**config.mk**
```make
export PLATFORM = sky130hd
export DESIGN_NAME = psr_relays_top
export DESIGN_NICKNAME = d
export VERILOG_FILES = /design/src/common/psr_pkg.sv /design/src/hdl/psr_hyst_default.sv /design/src/hdl/psr_relay_cell.sv /design/src/hdl/psr_relays_top.sv
export SDC_FILE = /design/constraint.sdc
export NUM_CORES = 2
export LEC_CHECK = 0
export BUFFER_PORTS_ARGS = -buffer_cell sky130_fd_sc_hd__buf_2
export CORE_MARGIN = 2
export CORE_UTILIZATION = 55
export DETAILED_ROUTE_END_ITERATION = 8
export PLACE_DENSITY = 0.68
export SYNTH_ARGS = -nofsm -noshare
export SYNTH_HDL_FRONTEND = slang
export SYNTH_SLANG_ARGS = --single-unit
```
**constraint.sdc**
```tcl
create_clock -name clk -period 22.4 [get_ports clk]
set_clock_uncertainty 0.15 [all_clocks]
set_input_delay 1.12 -clock clk [delete_from_list [all_inputs] [get_ports clk]]
set_output_delay 1.12 -clock clk [all_outputs]
set_load 0.02 [all_outputs]
```
**src/common/psr_pkg.sv**
```systemverilog
// Shared constants for the pressure setpoint relay controller.
// Assumes a single 100 MHz clock and a 32-bit Avalon-MM register slave.
package psr_pkg;
    // ========================================================
    // Sizes
    localparam int NUM_RELAYS      = 12;
    localparam int RELAYS_PER_MOD  = 4;
    localparam int NUM_MODULES     = 3;
    localparam int SENS_PER_MOD    = 2;
    localparam int NUM_SENSORS     = NUM_MODULES * SENS_PER_MOD;
    localparam int PRESS_W         = 16;

    // ========================================================
    // Timing: clock rate and evaluation period
    localparam longint CLK_HZ        = 100000000;
    localparam int     EVAL_MS       = 50;   // Decision period, half of the 100 ms bound
    localparam int     HOLD_MS       = 20;   // Power-up open hold
    localparam int     EVAL_CYCLES   = int'(EVAL_MS * CLK_HZ / 1000);
    localparam int     HOLD_CYCLES   = int'(HOLD_MS * CLK_HZ / 1000);
    localparam int     CNT_W         = 32;

    // ========================================================
    // Register byte offsets
    localparam logic [7:0] REG_SETPOINT  = 8'h00; // Relay n at n*0x10
    localparam logic [7:0] REG_HYST      = 8'h04;
    localparam logic [7:0] REG_CTRL      = 8'h08;
    localparam logic [7:0] REG_RELAYS    = 8'hc0;
    localparam logic [7:0] REG_MODTYPE   = 8'hc4;
    localparam logic [7:0] REG_STATUS    = 8'hc8;
    localparam logic [7:0] RELAY_SPAN    = 8'h10;
    localparam logic [7:0] RELAY_END     = 8'hc0;

    // ========================================================
    // Field positions and reset values
    localparam int CTRL_DIR_BIT    = 0;
    localparam int CTRL_EN_BIT     = 1;
    localparam int STAT_READY_BIT  = 0;
    localparam int STAT_REJ_BIT    = 1;
    localparam logic [PRESS_W-1:0] SP_RST = 16'h0000;
    localparam logic [PRESS_W-1:0] HY_RST = 16'h0000;
    localparam int HYST_DIV        = 10;  // Default offset, about ten percent

    // ========================================================
    // Enumerations
    typedef enum logic {DIR_BELOW = 1'b0, DIR_ABOVE = 1'b1} psr_dir_type;
    typedef enum logic [1:0] {
        MOD_DUAL = 2'h0,  // Two sensors, two relays each
        MOD_COLD = 2'h1,  // cold_cathode_sensor_module
        MOD_HOT  = 2'h2,  // hot_cathode_sensor_module
        MOD_NONE = 2'h3   // Slot empty, relays held open
    } psr_mod_type;
    localparam psr_mod_type MOD_RST = MOD_NONE;
endpackage : psr_pkg

```
**src/hdl/psr_hyst_default.sv**
```systemverilog
// Default hysteresis levels about ten percent either side of a setpoint.
// Pure combinational; the caller picks the side from the direction.
`timescale 1ns/1ps
`default_nettype none
module psr_hyst_default
    import psr_pkg::*;
(
    // Setpoint in
    input  wire logic [PRESS_W-1:0] setpoint,
    // Candidate levels out
    output logic      [PRESS_W-1:0] hy_above,
    output logic      [PRESS_W-1:0] hy_below
);
    // ========================================================
    // Offset arithmetic
    logic [PRESS_W-1:0] offset;   // Tenth of the setpoint
    logic [PRESS_W:0]   sum_wide; // Upper level before saturation

    // Below side must not wrap past full scale, so saturate
    always_comb begin
        offset   = setpoint / PRESS_W'(HYST_DIV);
        sum_wide = {1'b0, setpoint} + {1'b0, offset};
        hy_above = setpoint - offset;
        hy_below = sum_wide[PRESS_W] ? {PRESS_W{1'b1}} : sum_wide[PRESS_W-1:0];
    end
endmodule : psr_hyst_default
`default_nettype wire

```
**src/hdl/psr_relay_cell.sv**
```systemverilog
// One setpoint comparator with hysteresis and its held decision.
// Evaluates only on the shared tick; inputs are on the same clock.
`timescale 1ns/1ps
`default_nettype none
module psr_relay_cell
    import psr_pkg::*;
(
    // Clock and reset
    input  wire logic               clk,
    input  wire logic               rstn,
    // Evaluation strobe
    input  wire logic               tick,
    // Measurement
    input  wire logic [PRESS_W-1:0] pressure,
    input  wire logic               press_ok,
    // Configuration
    input  wire logic               enable,
    input  wire logic               dir_above,
    input  wire logic [PRESS_W-1:0] setpoint,
    input  wire logic [PRESS_W-1:0] hyst,
    // Decision
    output logic                    active_q
);
    // ========================================================
    // Decision register
    // No valid pressure means open, never a guessed value
    always_ff @(posedge clk) begin
        if (!rstn) begin
            active_q <= 1'b0;
        end else if (tick) begin
            if (!enable || !press_ok) begin
                active_q <= 1'b0;
            end else if (dir_above) begin
                if (pressure > setpoint) begin
                    active_q <= 1'b1;
                end else if (pressure <= hyst) begin
                    active_q <= 1'b0;
                end
            end else begin
                if (pressure < setpoint) begin
                    active_q <= 1'b1;
                end else if (pressure >= hyst) begin
                    active_q <= 1'b0;
                end
            end
        end
    end

    // ========================================================
    // Checks
    AST_ABOVE_SET: assert property (@(posedge clk) disable iff (!rstn)
        tick && enable && press_ok && dir_above && pressure > setpoint |=> active_q)
        else $error("above relay did not activate");
    AST_BELOW_SET: assert property (@(posedge clk) disable iff (!rstn)
        tick && enable && press_ok && !dir_above && pressure < setpoint |=> active_q)
        else $error("below relay did not activate");
    AST_BAND_HOLD: assert property (@(posedge clk) disable iff (!rstn)
        tick && enable && press_ok && dir_above && pressure <= setpoint
        && pressure > hyst |=> active_q == $past(active_q))
        else $error("relay changed inside hysteresis band");
    AST_BAND_HOLD_LOW: assert property (@(posedge clk) disable iff (!rstn)
        tick && enable && press_ok && !dir_above && pressure >= setpoint
        && pressure < hyst |=> active_q == $past(active_q))
        else $error("below relay changed inside hysteresis band");
endmodule : psr_relay_cell
`default_nettype wire

```
**src/hdl/psr_relays_top.sv**
```systemverilog
// Twelve setpoint relays with Avalon-MM configuration.
// Pressures and validity come from sensor processing on the same clock.
// Relay outputs drive normally open contact drivers, high means closed.
//
// The address map and the Avalon-MM interface to the registers were decided locally.
`timescale 1ns/1ps
`default_nettype none

// Overview of operation
// - Twelve relays, each individually switched
// - Active relay closes a normally open contact
// - All relays open until decisions valid
// - Change follows measurement within 50-100 ms
// - Four relays per module, dual splits two
// - Each relay has above or below direction
// - Above: activate when pressure exceeds setpoint
// - Below: activate when pressure under setpoint
// - Ion gauge relays allow only below
// - Hysteresis lies on the inactive side; only hysteresis writes are checked, a setpoint write is not
// - Direction change loads ten percent hysteresis
module psr_relays_top
    import psr_pkg::*;
#(
    parameter int EVAL_PERIOD = EVAL_CYCLES,  // Cycles per decision
    parameter int HOLD_PERIOD = HOLD_CYCLES   // Power-up open hold
) (
    // Clock and reset
    input  wire logic                         clk,
    input  wire logic                         rstn,
    // Avalon-MM slave
    input  wire logic [7:0]                   avs_address,
    input  wire logic                         avs_read,
    input  wire logic                         avs_write,
    input  wire logic [31:0]                  avs_writedata,
    input  wire logic [3:0]                   avs_byteenable,
    output logic      [31:0]                  avs_readdata,
    output logic                              avs_waitrequest,
    // Pressures, sensor s at bits s*PRESS_W
    input  wire logic [NUM_SENSORS*PRESS_W-1:0] pressure,
    input  wire logic [NUM_SENSORS-1:0]       pressure_valid,
    // Relay contact drives
    output logic      [NUM_RELAYS-1:0]        relay_close,
    output logic                              relays_ready
);
    // ========================================================
    // Bus handshake
    logic        wait_q;     // Registered waitrequest
    logic [31:0] rdata_q;    // Registered read data
    logic        wr_go;      // Write commits this edge
    logic [31:0] be_mask;    // Byte lanes as bit mask
    logic [3:0]  ridx;       // Relay index from address
    logic [7:0]  roff;       // Field offset inside relay
    logic        in_relay;   // Address hits a relay block

    // One wait cycle per access, so read data are already stable
    always_ff @(posedge clk) begin
        if (!rstn) begin
            wait_q <= 1'b1;
        end else if ((avs_read || avs_write) && wait_q) begin
            wait_q <= 1'b0;
        end else begin
            wait_q <= 1'b1;
        end
    end

    always_comb begin
        wr_go    = avs_write && !wait_q;
        ridx     = avs_address[7:4];
        roff     = avs_address & (RELAY_SPAN - 8'h01);
        in_relay = avs_address < RELAY_END;
        for (int b = 0; b < 4; b++) begin
            be_mask[b*8 +: 8] = {8{avs_byteenable[b]}};
        end
    end

    // ========================================================
    // Configuration registers
    logic [PRESS_W-1:0] sp_q [NUM_RELAYS];   // Setpoints
    logic [PRESS_W-1:0] hy_q [NUM_RELAYS];   // Hysteresis levels
    logic [NUM_RELAYS-1:0] dir_q;            // 1 = above
    logic [NUM_RELAYS-1:0] en_q;             // Relay enable
    psr_mod_type mod_q [NUM_MODULES];        // Module kinds
    logic        rej_q;                      // Sticky rejected write
    logic [PRESS_W-1:0] hy_a [NUM_RELAYS];   // Default for above
    logic [PRESS_W-1:0] hy_b [NUM_RELAYS];   // Default for below
    logic [NUM_RELAYS-1:0] ion;              // Relay on an ion gauge
    logic [NUM_RELAYS-1:0] absent;           // Relay in empty slot
    logic [2:0]  sens_idx [NUM_RELAYS];      // Sensor owning relay
    logic [31:0] wmerge;                     // Lane-merged write word
    logic        new_dir;                    // Requested direction
    logic [PRESS_W-1:0] new_hy;              // Requested hysteresis
    logic        rej_dir;                    // Above refused on ion
    logic        rej_hy;                     // Wrong-side hysteresis

    // Per relay: owning sensor and default levels
    for (genvar r = 0; r < NUM_RELAYS; r++) begin : g_map
        localparam int MOD  = r / RELAYS_PER_MOD;
        localparam int SLOT = r % RELAYS_PER_MOD;
        always_comb begin
            ion[r]    = (mod_q[MOD] == MOD_COLD) || (mod_q[MOD] == MOD_HOT);
            absent[r] = mod_q[MOD] == MOD_NONE;
            // Single module owns all four, dual gives two per sensor
            if (mod_q[MOD] == MOD_DUAL) begin
                sens_idx[r] = 3'(MOD * SENS_PER_MOD + SLOT / 2);
            end else begin
                sens_idx[r] = 3'(MOD * SENS_PER_MOD);
            end
        end
        psr_hyst_default u_hdef (
            .setpoint (sp_q[r]),
            .hy_above (hy_a[r]),
            .hy_below (hy_b[r])
        );
    end

    // Refusals are decided from the merged word of the access
    always_comb begin
        wmerge  = 32'h0000_0000;
        new_dir = 1'b0;
        new_hy  = HY_RST;
        rej_dir = 1'b0;
        rej_hy  = 1'b0;
        if (in_relay) begin
            if (roff == REG_CTRL) begin
                wmerge  = ({30'h0, en_q[ridx], dir_q[ridx]} & ~be_mask)
                        | (avs_writedata & be_mask);
                new_dir = wmerge[CTRL_DIR_BIT];
                rej_dir = wr_go && ion[ridx] && new_dir;
            end else if (roff == REG_HYST) begin
                wmerge  = ({16'h0, hy_q[ridx]} & ~be_mask)
                        | (avs_writedata & be_mask);
                new_hy  = wmerge[PRESS_W-1:0];
                // Above wants level under setpoint, below over it
                rej_hy  = wr_go && (dir_q[ridx] ? new_hy >= sp_q[ridx]
                                               : new_hy <= sp_q[ridx]);
            end else if (roff == REG_SETPOINT) begin
                wmerge  = ({16'h0, sp_q[ridx]} & ~be_mask)
                        | (avs_writedata & be_mask);
            end
        end else if (avs_address == REG_MODTYPE) begin
            wmerge = avs_writedata & be_mask;
        end
    end

    // Relay settings; ion gauges are forced back to below
    always_ff @(posedge clk) begin
        if (!rstn) begin
            for (int i = 0; i < NUM_RELAYS; i++) begin
                sp_q[i] <= SP_RST;
                hy_q[i] <= HY_RST;
            end
            dir_q <= '0;
            en_q  <= '0;
        end else begin
            if (wr_go && in_relay) begin
                if (roff == REG_SETPOINT) begin
                    sp_q[ridx] <= wmerge[PRESS_W-1:0];
                end else if (roff == REG_HYST && !rej_hy) begin
                    hy_q[ridx] <= new_hy;
                end else if (roff == REG_CTRL) begin
                    en_q[ridx] <= wmerge[CTRL_EN_BIT];
                    if (!rej_dir && new_dir != dir_q[ridx]) begin
                        dir_q[ridx] <= new_dir;
                        hy_q[ridx]  <= new_dir ? hy_a[ridx]
                                               : hy_b[ridx];
                    end
                end
            end
            for (int i = 0; i < NUM_RELAYS; i++) begin
                if (ion[i] && dir_q[i]) begin
                    dir_q[i] <= 1'b0;
                    hy_q[i]  <= hy_b[i];
                end
            end
        end
    end

    // Module kinds, one field of two bits each
    always_ff @(posedge clk) begin
        if (!rstn) begin
            for (int m = 0; m < NUM_MODULES; m++) begin
                mod_q[m] <= MOD_RST;
            end
        end else if (wr_go && avs_address == REG_MODTYPE) begin
            for (int m = 0; m < NUM_MODULES; m++) begin
                if (avs_byteenable[0]) begin
                    mod_q[m] <= psr_mod_type'(wmerge[m*2 +: 2]);
                end
            end
        end
    end

    // Refused writes are sticky; a new refusal beats the clear
    always_ff @(posedge clk) begin
        if (!rstn) begin
            rej_q <= 1'b0;
        end else if (rej_dir || rej_hy) begin
            rej_q <= 1'b1;
        end else if (wr_go && avs_address == REG_STATUS
                     && avs_byteenable[0] && avs_writedata[STAT_REJ_BIT]) begin
            rej_q <= 1'b0;
        end
    end

    // ========================================================
    // Evaluation timing and power-up hold
    logic [CNT_W-1:0] eval_cnt_q;  // Cycles since last decision
    logic             tick_q;      // One-cycle decision strobe
    logic [CNT_W-1:0] hold_cnt_q;  // Power-up hold counter
    logic             hold_done_q; // Hold time elapsed
    logic             first_q;     // A decision has been taken

    // Snapshot at one tick, decided and driven at the next: 50..100 ms
    always_ff @(posedge clk) begin
        if (!rstn) begin
            eval_cnt_q <= '0;
            tick_q     <= 1'b0;
        end else if (eval_cnt_q == CNT_W'(EVAL_PERIOD - 1)) begin
            eval_cnt_q <= '0;
            tick_q     <= 1'b1;
        end else begin
            eval_cnt_q <= eval_cnt_q + CNT_W'(1);
            tick_q     <= 1'b0;
        end
    end

    // Contacts stay open until hold ends and a decision exists
    always_ff @(posedge clk) begin
        if (!rstn) begin
            hold_cnt_q  <= '0;
            hold_done_q <= 1'b0;
            first_q     <= 1'b0;
        end else begin
            if (hold_cnt_q == CNT_W'(HOLD_PERIOD - 1)) begin
                hold_done_q <= 1'b1;
            end else begin
                hold_cnt_q <= hold_cnt_q + CNT_W'(1);
            end
            if (tick_q && hold_done_q) begin
                first_q <= 1'b1;
            end
        end
    end

    // ========================================================
    // Pressure snapshot and comparators
    logic [PRESS_W-1:0]    snap_q [NUM_SENSORS]; // Captured pressure
    logic [NUM_SENSORS-1:0] snap_ok_q;           // Captured validity
    logic [NUM_RELAYS-1:0] active;               // Cell decisions

    // Latency is deliberately one full period, trading speed for stability
    always_ff @(posedge clk) begin
        if (!rstn) begin
            for (int s = 0; s < NUM_SENSORS; s++) begin
                snap_q[s] <= '0;
            end
            snap_ok_q <= '0;
        end else if (tick_q) begin
            for (int s = 0; s < NUM_SENSORS; s++) begin
                snap_q[s] <= pressure[s*PRESS_W +: PRESS_W];
            end
            snap_ok_q <= pressure_valid;
        end
    end

    for (genvar r = 0; r < NUM_RELAYS; r++) begin : g_relay
        psr_relay_cell u_cell (
            .clk       (clk),
            .rstn      (rstn),
            .tick      (tick_q),
            .pressure  (snap_q[sens_idx[r]]),
            .press_ok  (snap_ok_q[sens_idx[r]] && !absent[r]),
            .enable    (en_q[r]),
            .dir_above (dir_q[r]),
            .setpoint  (sp_q[r]),
            .hyst      (hy_q[r]),
            .active_q  (active[r])
        );
    end

    // ========================================================
    // Contact drive: high closes the normally open contact
    always_ff @(posedge clk) begin
        if (!rstn) begin
            relay_close  <= '0;
            relays_ready <= 1'b0;
        end else begin
            relay_close  <= first_q ? active : '0;
            relays_ready <= first_q;
        end
    end

    // ========================================================
    // Read data, unmapped addresses read zero
    always_ff @(posedge clk) begin
        if (!rstn) begin
            rdata_q <= 32'h0000_0000;
        end else if (avs_read && wait_q) begin
            if (in_relay && ridx < 4'(NUM_RELAYS)) begin
                if (roff == REG_SETPOINT) begin
                    rdata_q <= {16'h0, sp_q[ridx]};
                end else if (roff == REG_HYST) begin
                    rdata_q <= {16'h0, hy_q[ridx]};
                end else if (roff == REG_CTRL) begin
                    rdata_q <= {30'h0, en_q[ridx], dir_q[ridx]};
                end else begin
                    rdata_q <= 32'h0000_0000;
                end
            end else if (avs_address == REG_RELAYS) begin
                rdata_q <= {20'h0, relay_close};
            end else if (avs_address == REG_MODTYPE) begin
                rdata_q <= {26'h0, mod_q[2], mod_q[1], mod_q[0]};
            end else if (avs_address == REG_STATUS) begin
                rdata_q <= {30'h0, rej_q, relays_ready};
            end else begin
                rdata_q <= 32'h0000_0000;
            end
        end
    end

    always_comb begin
        avs_waitrequest = wait_q;
        avs_readdata    = rdata_q;
    end

    // ========================================================
    // Checks
    AST_OPEN_AT_POWERUP: assert property (@(posedge clk) disable iff (!rstn)
        !hold_done_q |-> relay_close == '0)
        else $error("relay closed during power-up hold");
    AST_TICK_SPACING: assert property (@(posedge clk) disable iff (!rstn)
        tick_q |=> !tick_q[*2])
        else $error("decision strobes too close");
    AST_ION_BELOW: assert property (@(posedge clk) disable iff (!rstn)
        ion != '0 |=> (dir_q & $past(ion)) == '0)
        else $error("ion gauge relay left in above");
    AST_DIR_DEFAULT: assert property (@(posedge clk) disable iff (!rstn)
        wr_go && in_relay && roff == REG_CTRL && !rej_dir
        && new_dir != dir_q[ridx] && !ion[ridx]
        |=> hy_q[$past(ridx)] == (dir_q[$past(ridx)] ? $past(hy_a[ridx])
                                                     : $past(hy_b[ridx])))
        else $error("hysteresis not defaulted on direction change");
    AST_FOLLOW: assert property (@(posedge clk) disable iff (!rstn)
        first_q |=> relay_close == $past(active))
        else $error("contact does not follow decision");
    AST_ONE_WAIT: assert property (@(posedge clk) disable iff (!rstn)
        !avs_waitrequest |=> avs_waitrequest)
        else $error("waitrequest low for more than one cycle");
endmodule : psr_relays_top
`default_nettype wire

```
Word-level counts from Yosys, hierarchy flattened
Memories as Yosys holds them, arrays and structs flattened.
Cells that the tools add are included.
- bits in registers: 156
- RAM bits: 486
- bits in latches: 0
- bits in read-only memories: 0
- output and inout bits: 46
- memories kept: 4
- div/mod/pow operators: 12
- mux-type cells: 222
- $mul: 0
- bitwise operators: 106
- magnitude comparators: 58
- shifts and indexed selects: 0
- equality and inequality tests: 53
- reductions and logical operators: 121
- $add $sub $neg: 26
- memory list (memory ; words ; width ; read ports ; clocked after memory_dff ; wr ports ; line ; RTL):
    hy_q ; 12 ; 16 ; 13 ; 0 ; 13 ; psr_relays_top.sv:79 ; logic [PRESS_W-1:0] hy_q [NUM_RELAYS];
    sp_q ; 12 ; 16 ; 13 ; 0 ; 12 ; psr_relays_top.sv:78 ; logic [PRESS_W-1:0] sp_q [NUM_RELAYS];
    snap_q ; 6 ; 16 ; 6 ; 0 ; 6 ; psr_relays_top.sv:247 ; logic [PRESS_W-1:0] snap_q [NUM_SENSORS];
    mod_q ; 3 ; 2 ; 3 ; 0 ; 3 ; psr_relays_top.sv:82 ; psr_mod_type mod_q [NUM_MODULES];
- operator list (kind ; count):
    $mux 16 ; 46
    $ge 16x16->1 ; 13
    $le 16x16->1 ; 13
    $add 16x16->17 ; 12
    $div 16x4->16 const B ; 12
    $gt 16x16->1 ; 12
    $lt 16x16->1 ; 12
    $sub 16x16->16 ; 12
    $mux 1 ; 155
    $bmux 16 s4 ; 2
    $eq 4x4->1 const B ; 25
    $add 32x1->32 const B ; 2
    $mux 32 ; 2
    $and 1x1->1 ; 48
    $and 16x16->16 ; 3
    $ne 4x1->1 const B ; 12
    $or 16x16->16 ; 3
    $reduce_bool 4->1 ; 12
    $reduce_and 3->1 ; 12
    $logic_and 1x1->1 ; 34
    $eq 32x21->1 const B ; 1
    $eq 32x23->1 const B ; 1
    $not 1->1 ; 27
    $reduce_or 2->1 ; 13
    32 further kinds ; 114

Depth between registers and ports, before layout
An unclocked memory read counts as a cell.
- depth after elaboration: 31
- depth in mapped cells: 47

Cells and area by module
Synthesis repeated with hierarchy kept, for this count alone.
- cell total of the unflattened synthesis: 9028
- area total of the unflattened synthesis: 81062.7 sq um
- by module, submodules not included (module ; area an instance (sq um) ; cells each ; times used ; sequential area each (sq um)):
    psr_relays_top ; 37327.0 ; 2880 ; 1 ; 21000.1
    psr_hyst_default at g_map[0].u_hdef ... ; 2785.2 ; 397 ; 7 ; 0.0
    psr_relay_cell ; 918.4 ; 119 ; 12 ; 20.0
    psr_hyst_default at g_map[7].u_hdef ... ; 2526.2 ; 373 ; 3 ; 0.0
    psr_hyst_default at g_map[11].u_hdef ; 2921.6 ; 431 ; 1 ; 0.0
    psr_hyst_default at g_map[6].u_hdef ; 2718.9 ; 391 ; 1 ; 0.0

Worst setup path before layout
Ideal clock, no wire load.
- kind: register to register
- from: memory sp_q[2][11]
- to: memory hy_q[1][3] (data pin)
- clock period less this slack: 9.538 ns
- arrival: 9.114 ns
- cell stages (with the launch flop): 42
- setup slack: 12.862 ns
- path through: edfxtp_1 > or3b_2 > a22oi_1 > nor3_1 > nor2_1 > inv_1 > o211ai_1 > o211a_1 > buf_2 > mux2i_1 > mux2_2 > inv_2 > o311a_1 > nand3_1 > and2_0 > clkbuf_1 > a2111oi_2 > or2_1 > [6 not listed] > a21oi_1 > o21bai_1 > a21oi_1 > o21bai_1 > a21oi_1 > o21bai_1 > a21oi_1 > o21ai_0 > a21oi_1 > nor2_1 > clkbuf_1 > nor2_1 > o21ai_0 > a211oi_1 > a211oi_1 > o41ai_1 > clkbuf_1 > o22ai_1
- RTL lines (item ; line):
    start, declared ; psr_relays_top.sv:78
    end, declared ; psr_relays_top.sv:79

==> impl_metrics.csv <==
group,metric,value,unit
status,violations,"design-rule violations, max-capacitance violations, max-slew violations",
sta,hold_viol,0,
synth,async_flop_share,0,
detailed_routing,dr.first_iter.drc_count,12100,
die,num_rows,140,
worst_hold_path,min_path_type,"reg2reg",
layout,drive_gt1_frac,0.103,
die,core_area,0.145,mm^2
sta,fin_setup_tns,0,ns
cts,cts_tree,"done",
power,p_leak,34.2,nW
worst_setup_path,arrival,13.22,ns
cts,postCtsSetupBuffers,0,
detailed_routing,wl_per_cell,32.2,um
power,power.switching,2.57,mW
synth,synth_flop_cell,"edfxtp_1",
sta,relSlewSlack,-0.0169,
global_route,grt_pass1_wl,507000,um
die,die_y,386,um
sta,worst_pin_slew,1.49,ns
cts,clockBufferDepth,3,
worst_setup_path,start_kind,"flop",
global_route,grt-ovfl-total,0,
layout,final_util,0.592,
synth,synth_area,0.0801,mm^2
power,power.internal,3.30,mW
sta,max_freq,0.0773,GHz
worst_setup_path,max_stage_delay,1.11,ns
flow_run,max-cap-violations,1,
power,ir_drop,0.0771,mV
status,status,"complete, but fails checks",
power,p_comb_frac,0.455,
cts,insertion_delay,0.77,ns
synth,yosysSeqAreaShare,0.265,
placed_design,dpl.hpwl,280000,um
layout,fin_nets,10100,
synth,synth_top_area_frac,0.230,
cts,cts_max_level,3,
power,pwr-share-seq,0.283,
placed_design,placed_area,0.0828,mm^2
synth,synth_cells,9314,
synth,ys_top_cells_by_area,"edfxtp_1 23%, ha_1 11%, mux4_2 5.9%, nor2_1 4.1%, xnor2_1 4.0%",
cts,cts_buffers,89,
synth,yosys_warnings,0,
die,die_x,386,um
placed_design,gp_congestion,1.10,
synth,synth.distinct_cells,134,
placed_design,numPortBuffers,161,
cts,clkTransAtPathRegs,0.07,ns
die,start_util,0.552,
global_route,antenna_found_initial,54,
sta,period_needed,12.93,ns
worst_setup_path,crit_required,22.69,ns
detailed_routing,wirelength,363000,um
cts,root_buffer,"clkbuf_16",
layout,syn2layout_area_growth,7.18,%
synth,synth.most_common_cell,"nor2_1",
detailed_routing,ant_nets,0,
layout,fill_cells,13000,
cts,clkSinkCount,754,
placed_design,place_inst,11100,
layout,fin_area,0.0859,mm^2
detailed_routing,vias,80200,
sta,finalCritPeriodShare,0.577,
synth,syn_avg_cell_area,8.61,um^2
worst_setup_path,crit_path_frequent_cell,"a21oi_1",
worst_setup_path,cp_slowest_cell,"a32oi_1",
cts,postCtsHoldBufs,0,
sta,slew_violations,9,
sta,rsz0062_at_grt,"no",
worst_setup_path,worstSetupPathType,"reg2reg",
detailed_routing,viasPerCell,7.11,
die,dieArea,0.149,mm^2
global_route,grt_pass1_vias,71700,
synth,yosysTopAreaCell,"edfxtp_1",
detailed_routing,drc,1,
cts,cts_resized,0,
detailed_routing,drt_pass1_iterations,9,
power,p_clk_frac,0.262,
worst_setup_path,critical_path.max_fanout,19,
sta,timing.hold.ws,0.298,ns
worst_setup_path,crit_path_end_kind,"flop",
power,p_per_area,68.3,mW/mm^2
die,num_io_pins,196,
sta,setup_viol,0,
power,p_sw_frac,0.438,
synth,synth_common_cells,"874 x nor2_1, 724 x ha_1, 642 x a21oi_1",
global_route,grt_max_degree,97,
synth,yosys_register_bits,754,
global_route,grtUsageTotal,0.472,
layout,instances_no_fill,11300,
synth,synth_edf_count,614,
==> sequential cells by signal, indices dropped and copies added (netlist names) <==
signal,count
mod_q,6
relay_close,12
snap_ok_q,6
hold_cnt_q,32
first_q,1
g_relay.u_cell.active_q,12
hold_done_q,1
tick_q,1
avs_readdata,16
sp_q,256
avs_waitrequest,1
dir_q,12
snap_q,96
relays_ready,1
en_q,12
eval_cnt_q,32
rej_q,1
hy_q,256
==> power groups by stage <==
stage	clock network (mW)	logic (mW)	registers, mW
CTS	1.53	2.52	1.65
detailed placement	0	2.50	1.68
floorplan	0	1.62	1.63
finish	1.54	2.67	1.66
global route	1.58	2.76	1.66
global placement	0	2.47	1.68
==> metrics by stage <==
stage / worst slack, ns / power, mW
2_1_floorplan: 12.86 / 3.24
3_3_place_gp: 10.18 / 4.15
3_5_place_dp: 10.07 / 4.19
4_1_cts: 9.97 / 5.70
5_1_grt: 8.95 / 6.00
6_report: 9.47 / 5.87
==> cells in the final DEF (no fill, tap or decap), types with 86 or more instances in the layout <==
master       n
o21bai_1   199
clkbuf_16   91
and3_1     152
buf_4      150
o21ai_0    491
o211ai_1   115
nor3_1     220
buf_2      158
xnor2_1    368
a21oi_1    641
edfxtp_1   614
nand2b_1   126
inv_1      638
nand3_1    243
o22ai_1    175
dfxtp_1    139
mux2i_1    107
conb_1     144
nor2b_1    106
mux4_2     209
ha_1       724
a211oi_1    86
nor2_1     870
nand4_1    179
nand2_1    499
a21o_1     162
==> worst paths after layout <==
kind / start / endpoint / slack, ns / cells after the start
worst max register to register: sp_q[0][14]$_SDFFCE_PN0P_ / hy_q[6][13]$_DFFE_PP_ / 9.47 / 38
worst max-delay path: sp_q[0][14]$_SDFFCE_PN0P_ / hy_q[6][13]$_DFFE_PP_ / 9.47 / 38
worst min-delay path: g_relay[4].u_cell.active_q$_SDFFE_PN0P_ / g_relay[4].u_cell.active_q$_SDFFE_PN0P_ / 0.30 / 2
worst min register to register: g_relay[4].u_cell.active_q$_SDFFE_PN0P_ / g_relay[4].u_cell.active_q$_SDFFE_PN0P_ / 0.30 / 2
==> logic make-up after synthesis <==
| group | count (synthesis) | share of synthesized area |
|---|---|---|
| AOI/OAI and AO/OA | 2802 | 0.240 |
| and+or+nand+nor | 2791 | 0.173 |
| muxes | 400 | 0.0839 |
| DFF | 754 | 0.265 |
| buffers and inverters | 1336 | 0.0652 |
| other | 1 | 0.0000468 |
| xor gates and xnor gates | 456 | 0.0506 |
| adders and majority gates | 774 | 0.122 |
==> per-layer routing <==
metal	share of wire	track usage
met3	0.14	0.173
met4	0.092	0.352
met5	0.00085	0.00552
met2	0.41	0.671
met1	0.36	0.582
==> layout make-up <==
class | instances | area [um^2] | share of cell area
Timing Repair Buffer | 313 | 2010 | 0.0233
Tap cell | 1917 | 2400 | 0.0279
Clock inverter | 52 | 597 | 0.00695
Inverter | 721 | 2720 | 0.0316
Sequential cell | 754 | 21200 | 0.247
Clock buffer | 114 | 2400 | 0.0280
Multi-Input combinational cell | 7367 | 54500 | 0.634
Antenna cell | 29 | 72.6 | 0.000845
==> worst max-delay path, delay by kind of cell, from the launching register on <==
kind / cells / cell delay (ns)
compound gates: 27 / 7.96
xor+xnor: 1 / 0.37
fa+ha+maj: 2 / 0.65
buf+inv: 3 / 1.16
flops: 1 / 0.90
simple gates: 5 / 1.38
No activity file was read; power rests on OpenSTA's default activity.
